### src/common/rcl_pkg.sv
// Purpose: shared constants and carriers for channel lock/adapt control
// Assumes: byte-wide register port, 20 MHz core clock
// Notes: offsets are byte addresses within one channel's map
package rcl_pkg;
   // Register offsets
   localparam logic [7:0] REG_DEM = 8'h15;
   localparam logic [7:0] REG_TRIG = 8'h24;
   localparam logic [7:0] REG_VOD = 8'h2d;
   localparam logic [7:0] REG_START = 8'h2f;
   localparam logic [7:0] REG_ADAPT = 8'h31;
   localparam logic [7:0] REG_REFC = 8'h36;
   localparam logic [7:0] REG_THR = 8'h6a;
   localparam logic [7:0] REG_STAT = 8'h70;
   // Field positions
   localparam int ADAPT_LSB = 5;
   localparam int START_BIT = 0;
   localparam int REFM_LSB = 4;
   localparam int RANGE_BIT = 6;
   // Reset values
   localparam logic [7:0] RST_ADAPT = 8'h20;
   localparam logic [7:0] RST_THR = 8'h44;
   localparam logic [7:0] RST_ZERO = 8'h00;
   // Codes
   localparam logic [1:0] ADAPT_NONE = 2'b00;
   localparam logic [1:0] ADAPT_OPT = 2'b01;
   localparam logic [1:0] REFM_ON = 2'b11;
   localparam logic [3:0] COARSE_MAX = 4'hf;
   // Frequency window: divided reference ticks and vco tick band
   localparam logic [7:0] REF_WIN_LAST = 8'h3f;
   localparam logic [7:0] VCO_LO = 8'h3e;
   localparam logic [7:0] VCO_HI = 8'h42;
   // Swing in units of 10 mV
   localparam logic [7:0] VOD_BASE = 8'h3c;
   localparam logic [7:0] VOD_STEP = 8'h0a;
   // De-emphasis magnitude in tenths of dB, index is level code
   localparam logic [7:0][7:0] DEM_HI = {8'h38, 8'h2d, 8'h27, 8'h21,
      8'h1c, 8'h14, 8'h09, 8'h00};
   localparam logic [7:0][7:0] DEM_LO = {8'h78, 8'h5a, 8'h4b, 8'h3c,
      8'h32, 8'h23, 8'h0f, 8'h00};

   typedef struct packed {
      logic wr;
      logic rd;
      logic [7:0] addr;
      logic [7:0] wdata;
   } rcl_req_t;

   typedef struct packed {
      logic [7:0] horizontal_eye_opening;
      logic [7:0] vertical_eye_opening;
   } rcl_eye_t;

   typedef struct packed {
      logic [2:0] vod_code;
      logic [7:0] vod_10mv;
      logic [7:0] dem_tenth_db;
   } rcl_drv_t;

   typedef enum logic [3:0] {
      ST_CAL = 4'b0001,
      ST_ACQ = 4'b0010,
      ST_QUAL = 4'b0100,
      ST_LOCK = 4'b1000
   } rcl_state_t;
endpackage

### src/design/rcl_chan_ctrl.sv
// Purpose: per-channel lock, adaptation and driver setting control
// Assumes: eye and cdr inputs on clk; divided clocks arrive as pins
// Notes: frequency checks run only with reference mode enabled
`timescale 1ns/1ns

module rcl_chan_ctrl
(
   input wire logic clk,
   input wire logic sys_rst,
   input wire rcl_pkg::rcl_req_t req,
   input wire rcl_pkg::rcl_eye_t eye,
   input wire logic cdr_locked_in,
   input wire logic ref_div_in,
   input wire logic vco_div_in,
   output logic [7:0] rd_data,
   output logic rd_valid,
   output rcl_pkg::rcl_drv_t drv,
   output logic [3:0] vco_coarse,
   output logic [1:0] ref_mode,
   output logic adapt_enable,
   output logic adapt_start,
   output logic lock_out,
   output logic lock_lost,
   output logic cal_busy
);
   import rcl_pkg::*;

   logic [7:0] dem, trig, vod, start, adapt, refc, thr;
   logic [7:0] next_dem, next_trig, next_vod, next_start;
   logic [7:0] next_adapt, next_refc, next_thr;
   logic [7:0] next_rd_data;
   logic next_rd_valid;
   logic [1:0] ref_s, vco_s;
   logic ref_d, vco_d, start_prev;
   logic [7:0] ref_cnt, vco_cnt, next_ref_cnt, next_vco_cnt;
   rcl_state_t st, next_st;
   logic [3:0] next_coarse;
   logic next_start_p, next_lost;
   rcl_drv_t next_drv;
   logic ref_rise, vco_rise, win_end, win_clr, freq_ok;
   logic ref_on, adapt_on, eye_good, eye_bad, sw_trig;
   logic rst_q;

   // Derived conditions
   assign ref_on = refc[REFM_LSB +: 2] == REFM_ON;
   assign adapt_on = adapt[ADAPT_LSB +: 2] == ADAPT_OPT;
   assign eye_good = eye.horizontal_eye_opening > {thr[7:4], 4'h0}
      && eye.vertical_eye_opening > {thr[3:0], 4'h0};
   assign eye_bad = eye.horizontal_eye_opening < {thr[7:4], 4'h0}
      || eye.vertical_eye_opening < {thr[3:0], 4'h0};
   assign sw_trig = start_prev && !start[START_BIT];
   assign ref_rise = ref_s[1] && !ref_d;
   assign vco_rise = vco_s[1] && !vco_d;
   assign win_end = ref_rise && ref_cnt == REF_WIN_LAST;
   assign freq_ok = vco_cnt >= VCO_LO && vco_cnt <= VCO_HI;
   assign win_clr = next_st != st;

   // Register writes and read data
   always_comb
   begin
      next_dem = dem;
      next_trig = trig;
      next_vod = vod;
      next_start = start;
      next_adapt = adapt;
      next_refc = refc;
      next_thr = thr;
      next_rd_valid = req.rd;
      next_rd_data = 8'h00;
      if (req.wr)
      begin
         case (req.addr)
            REG_DEM: next_dem = req.wdata;
            REG_TRIG: next_trig = req.wdata;
            REG_VOD: next_vod = req.wdata;
            REG_START: next_start = req.wdata;
            REG_ADAPT:
            begin
               next_adapt = req.wdata;
               // Reserved codes leave the old mode in place
               if (req.wdata[ADAPT_LSB + 1])
                  next_adapt[ADAPT_LSB +: 2] = adapt[ADAPT_LSB +: 2];
            end
            REG_REFC: next_refc = req.wdata;
            REG_THR: next_thr = req.wdata;
            default: next_thr = thr;
         endcase
      end
      if (req.rd)
      begin
         case (req.addr)
            REG_DEM: next_rd_data = dem;
            REG_TRIG: next_rd_data = trig;
            REG_VOD: next_rd_data = vod;
            REG_START: next_rd_data = start;
            REG_ADAPT: next_rd_data = adapt;
            REG_REFC: next_rd_data = refc;
            REG_THR: next_rd_data = thr;
            REG_STAT: next_rd_data = {st, vco_coarse};
            default: next_rd_data = 8'h00;
         endcase
      end
   end

   // Register storage
   always_ff @(posedge clk)
   begin
      if (sys_rst)
      begin
         dem <= RST_ZERO;
         trig <= RST_ZERO;
         vod <= RST_ZERO;
         start <= RST_ZERO;
         adapt <= RST_ADAPT;
         refc <= RST_ZERO;
         thr <= RST_THR;
         rd_data <= RST_ZERO;
         rd_valid <= 1'b0;
         start_prev <= 1'b0;
      end
      else
      begin
         dem <= next_dem;
         trig <= next_trig;
         vod <= next_vod;
         start <= next_start;
         adapt <= next_adapt;
         refc <= next_refc;
         thr <= next_thr;
         rd_data <= next_rd_data;
         rd_valid <= next_rd_valid;
         start_prev <= start[START_BIT];
      end
   end

   // Pin synchronisers for the divided reference and vco clocks
   always_ff @(posedge clk)
   begin
      if (sys_rst)
      begin
         ref_s <= 2'b00;
         vco_s <= 2'b00;
         ref_d <= 1'b0;
         vco_d <= 1'b0;
         rst_q <= 1'b1;
      end
      else
      begin
         ref_s <= {ref_s[0], ref_div_in};
         vco_s <= {vco_s[0], vco_div_in};
         ref_d <= ref_s[1];
         vco_d <= vco_s[1];
         rst_q <= 1'b0;
      end
   end

   // Frequency window: count vco ticks over a fixed reference span
   always_comb
   begin
      next_ref_cnt = ref_cnt + {7'h00, ref_rise};
      next_vco_cnt = vco_cnt;
      if (vco_rise && vco_cnt != 8'hff)
         next_vco_cnt = vco_cnt + 8'h01;
      if (win_clr || win_end)
      begin
         next_ref_cnt = 8'h00;
         next_vco_cnt = 8'h00;
      end
   end

   always_ff @(posedge clk)
   begin
      if (sys_rst)
      begin
         ref_cnt <= 8'h00;
         vco_cnt <= 8'h00;
      end
      else
      begin
         ref_cnt <= next_ref_cnt;
         vco_cnt <= next_vco_cnt;
      end
   end

   // Lock state machine
   always_comb
   begin
      next_st = st;
      next_coarse = vco_coarse;
      next_start_p = 1'b0;
      next_lost = 1'b0;
      unique case (st)
         ST_CAL:
            // Step coarse tuning until the vco lands in band or coarse tuning reaches COARSE_MAX
            if (ref_on && win_end)
            begin
               if (freq_ok || vco_coarse == COARSE_MAX)
               begin
                  next_st = ST_ACQ;
                  next_start_p = adapt_on;
               end
               else
                  next_coarse = vco_coarse + 4'h1;
            end
         ST_ACQ:
            if (cdr_locked_in && eye_good)
               next_st = ST_QUAL;
         ST_QUAL:
            if (!cdr_locked_in || !eye_good)
            begin
               next_st = ST_ACQ;
               next_start_p = adapt_on;
            end
            else if (!ref_on)
               next_st = ST_LOCK;
            else if (win_end)
            begin
               next_st = freq_ok ? ST_LOCK : ST_ACQ;
               next_start_p = adapt_on && !freq_ok;
            end
         ST_LOCK:
            if (eye_bad || !cdr_locked_in
               || (ref_on && win_end && !freq_ok))
            begin
               next_st = ST_ACQ;
               next_start_p = adapt_on;
               next_lost = 1'b1;
            end
      endcase
      if (sw_trig && st != ST_CAL)
      begin
         next_st = ST_ACQ;
         next_start_p = adapt_on;
      end
   end

   // Drive settings lookup
   always_comb
   begin
      next_drv.vod_code = vod[2:0];
      next_drv.vod_10mv = 8'(VOD_BASE + VOD_STEP * {5'h00, vod[2:0]});
      next_drv.dem_tenth_db = dem[RANGE_BIT] ? DEM_HI[dem[2:0]]
         : DEM_LO[dem[2:0]];
   end

   // State and output registers
   always_ff @(posedge clk)
   begin
      if (sys_rst)
      begin
         st <= ST_CAL;
         vco_coarse <= 4'h0;
         adapt_start <= 1'b0;
         lock_lost <= 1'b0;
         lock_out <= 1'b0;
         cal_busy <= 1'b1;
         ref_mode <= 2'b00;
         adapt_enable <= 1'b0;
         drv <= '0;
      end
      else
      begin
         st <= next_st;
         vco_coarse <= next_coarse;
         adapt_start <= next_start_p;
         lock_lost <= next_lost;
         lock_out <= next_st == ST_LOCK;
         cal_busy <= next_st == ST_CAL;
         ref_mode <= refc[REFM_LSB +: 2];
         adapt_enable <= adapt_on;
         drv <= next_drv;
      end
   end
endmodule // rcl_chan_ctrl

### config.mk
export PLATFORM = sky130hd
export DESIGN_NAME = rcl_chan_ctrl
export DESIGN_NICKNAME = d
export VERILOG_FILES = /design/src/common/rcl_pkg.sv /design/src/design/rcl_chan_ctrl.sv
export SDC_FILE = /design/constraint.sdc
export NUM_CORES = 1
export LEC_CHECK = 0
export BUFFER_PORTS_ARGS = -buffer_cell sky130_fd_sc_hd__buf_2
export CAP_MARGIN = 20
export CORE_ASPECT_RATIO = 0.75
export CORE_UTILIZATION = 35
export CTS_CLUSTER_DIAMETER = 50
export DETAILED_ROUTE_END_ITERATION = 12
export PLACE_DENSITY = 0.56
export REMOVE_ABC_BUFFERS = 1
export SYNTH_ARGS = -nofsm -noshare
export SYNTH_HDL_FRONTEND = slang
export SYNTH_SLANG_ARGS = --single-unit
export TNS_END_PERCENT = 10
### constraint.sdc
create_clock -name clk -period 3.13 [get_ports clk]
set_clock_uncertainty 0.2 [all_clocks]
set_input_delay 0 -clock clk [delete_from_list [all_inputs] [get_ports clk]]
set_output_delay 0 -clock clk [all_outputs]
set_load 0.005 [all_outputs]
==> flow_metrics.env <==
export IMPL_syn2layout_area_growth_pct=24.5
export IMPL_cp_required_ps=3230
export IMPL_drtIter0Drc=412
export IMPL_finalHoldViolCount=0
export IMPL_pin_count=78
export IMPL_place_ws_ps=335
export IMPL_cts_sinks=131
export IMPL_clk_pin_slew_worst_paths_ps=60
export IMPL_synth_area_mm2=0.00583
export IMPL_drive_gt1_frac=0.191
export IMPL_place_area_mm2=0.00641
export IMPL_diodes=0
export IMPL_hpwlAfterDp_um=10600
export IMPL_antenna_found_initial=0
export IMPL_yosys_warnings=0
export IMPL_cts_tree="built"
export IMPL_die_area_mm2=0.0172
export IMPL_async_flop_share=0
export IMPL_clk_latency_ps=420
export IMPL_cts_root_buffer="clkbuf_16"
export IMPL_dr_pass1_iters=5
export IMPL_setup_violations_final=0
export IMPL_cp_start_kind="primary input"
export IMPL_die_x_um=151
export IMPL_wl_per_cell_um=16.0
export IMPL_htree_levels=4
export IMPL_postRouteAntennaNets=0
export IMPL_r2r_start="vco_cnt[2]$_SDFFE_PP0P_"
export IMPL_final_nets=798
export IMPL_worst_pin_slew_ps=794
export IMPL_use_met2=0.273
export IMPL_worst_ep_arrival_time_ps=3040
export IMPL_grt_usage=0.188
export IMPL_overflow=0
export IMPL_core_area_mm2=0.0162
export IMPL_final_cell_area_mm2=0.00726
export IMPL_rsz0062_at_grt="no"
export IMPL_cp_end_kind="flop"
export IMPL_postSynthAreaPerCell_um2=9.11
export IMPL_post_route_period_util=0.940
export IMPL_cts_buffers=17
export IMPL_path_max_fanout=7
export IMPL_crit_start="req[13]"
export IMPL_synthCells=640
export IMPL_drv_slew=0
export IMPL_relSlewSlack=0.466
export IMPL_max_cap_violations=0
export IMPL_fin_ws_ps=189
export IMPL_tns_ps=0
export IMPL_grt_util_met3=0.0440
export IMPL_period_minus_slack_ps=2940
export IMPL_grt_pass1_wl_um=24900
export IMPL_synth_edf_count=0
export IMPL_postCtsSetupBuffers=0
export IMPL_rows=40
export IMPL_wl_um=15400
export IMPL_path_class="primary input to flop"
export IMPL_cts_buffer_depth=2
export IMPL_status="completed"
export IMPL_busiest_layer="met2"
export IMPL_p_total_mw=3.86
export IMPL_grt_max_degree=37
export IMPL_die_y_um=114
export IMPL_grt_pass1_vias=4864
export IMPL_ys_seq_elements=131
export IMPL_synth_cell_types=70
export IMPL_p_per_area_mw_per_mm2=532
export IMPL_synth_ff_type="dfxtp_1"
export IMPL_viasPerCell=5.36
export IMPL_ir_drop_uv=278
export IMPL_max_freq_mhz=340
export IMPL_place_gp_congestion=0.853
export IMPL_portBuffers=75
export IMPL_ys_seq_area_frac=0.450
export IMPL_p_leak_nw=2.80
export IMPL_route_detailed_drc=0
export IMPL_grtUsageMet1=0.267
export IMPL_start_util=0.361
export IMPL_num_vias=5142
export IMPL_worstHoldStart="req[8]"
export IMPL_hold_class="primary input to flop"
==> final timing paths <==
check	to	cells past startpoint	slack, ps
worst min-delay path	adapt[1]$_SDFFE_PP0P_	6	40
worst min register to register	vco_s[1]$_SDFF_PP0_	1	250
worst max register to register	cal_busy$_SDFF_PP1_	6	490
worst max-delay path	flop	9	190
==> power by group <==
part / internal [mW] / total [mW] / switching, mW
clock network: 1.31 / 2.03 / 0.715
registers: 1.68 / 1.68 / 0.00483
logic: 0.0607 / 0.149 / 0.0883
==> state kept, by name, summed over array words and instances, names as in the netlist, 2 cells and up, named ones only <==
name,flops
adapt,7
dem,8
drv,16
rd_data,8
ref_cnt,8
ref_mode,2
ref_s,2
refc,8
st,4
start,8
thr,8
trig,8
vco_cnt,8
vco_coarse,4
vco_s,2
vod,8
==> cell usage in the layout, fill, tap and decap left out, types with 9 or more instances in the layout <==
| cell type | count |
|---|---|
| nand2_1 | 60 |
| nor4_1 | 20 |
| buf_2 | 75 |
| nand4_1 | 9 |
| nand3_1 | 58 |
| dlygate4sd3_1 | 24 |
| mux2i_1 | 20 |
| nor2_1 | 38 |
| clkbuf_16 | 17 |
| inv_1 | 27 |
| buf_4 | 16 |
| ha_1 | 21 |
| a22o_1 | 10 |
| a21oi_1 | 48 |
| a22oi_1 | 15 |
| dfxtp_1 | 131 |
| nor2b_1 | 19 |
| xor2_1 | 9 |
==> worst max-delay path: stages <==
cell,delay (ps)
dlygate4sd3_1,530
buf_2,150
nor3b_4,390
dlygate4sd3_1,730
nand3_1,150
a21oi_2,350
inv_1,120
ha_1,350
mux2_2,270
==> synthesized netlist by cell type, types with 3 or more instances <==
master	count	share of area
dfxtp_1	131	0.45
nand2_1	60	0.039
nand3_1	58	0.050
a21oi_1	49	0.042
nor2_1	38	0.024
inv_1	27	0.017
clkbuf_1	23	0.015
ha_1	21	0.045
mux2i_1	20	0.034
nor4_1	20	0.021
nor2b_1	19	0.020
a22oi_1	15	0.019
a22o_1	10	0.015
nand4_1	9	0.0097
xor2_1	9	0.014
a221oi_1	8	0.012
buf_2	8	0.0069
a31oi_1	7	0.0075
nor4b_1	7	0.011
xnor2_1	7	0.011
nor3_1	6	0.0052
o21ai_0	6	0.0052
and3_1	5	0.0054
a211oi_1	4	0.0052
and2_1	4	0.0043
mux2_2	4	0.0077
nand2b_1	4	0.0043
buf_1	3	0.0019
buf_4	3	0.0039
nor3b_1	3	0.0039
or4_1	3	0.0039
==> logic make-up after synthesis <==
kind of cell	Yosys count	share of synthesized area
compound gates	122	0.144
xor+xnor	16	0.0240
fa+ha+maj	23	0.0519
buf+inv	67	0.0494
flops	131	0.450
mux	27	0.0496
other cells	1	0.000643
simple gates	253	0.231
==> final cells by class <==
cell class	count	area [um2]
multi-input cells	443	2930
repair buffers	115	736
flip-flops and latches	131	2620
clock buffers	23	478
fillers	1598	8910
well taps	210	263
inverters	28	105
clock inverters	9	128
==> per-stage QoR <==
stage               hold slack (ps)  utilization  instances
finish                         35.3        0.449        959
floorplan                      -133            -        602
detailed placement             26.1        0.396        903
global placement               28.2        0.396        903
CTS                            12.5        0.449        959
global route                   69.1        0.449        959
==> routing by layer <==
metal / part of all wire / routed length [um] / up-vias
met5: 0 / 0 / -
met4: 0.018 / 272 / 0
met3: 0.061 / 935 / 25
met2: 0.43 / 6580 / 168
met1: 0.49 / 7600 / 2462
li1: - / - / 2487
==> repair_timing <==
item | in CTS | in global routing
endpoints found under the setup margin | 0 | 5
gates resized for setup | 0 | 1
hold buffers | 24 | 0
hold endpoints to repair | 70 | 0
Note: power is estimated with default switching activity, not from simulation.
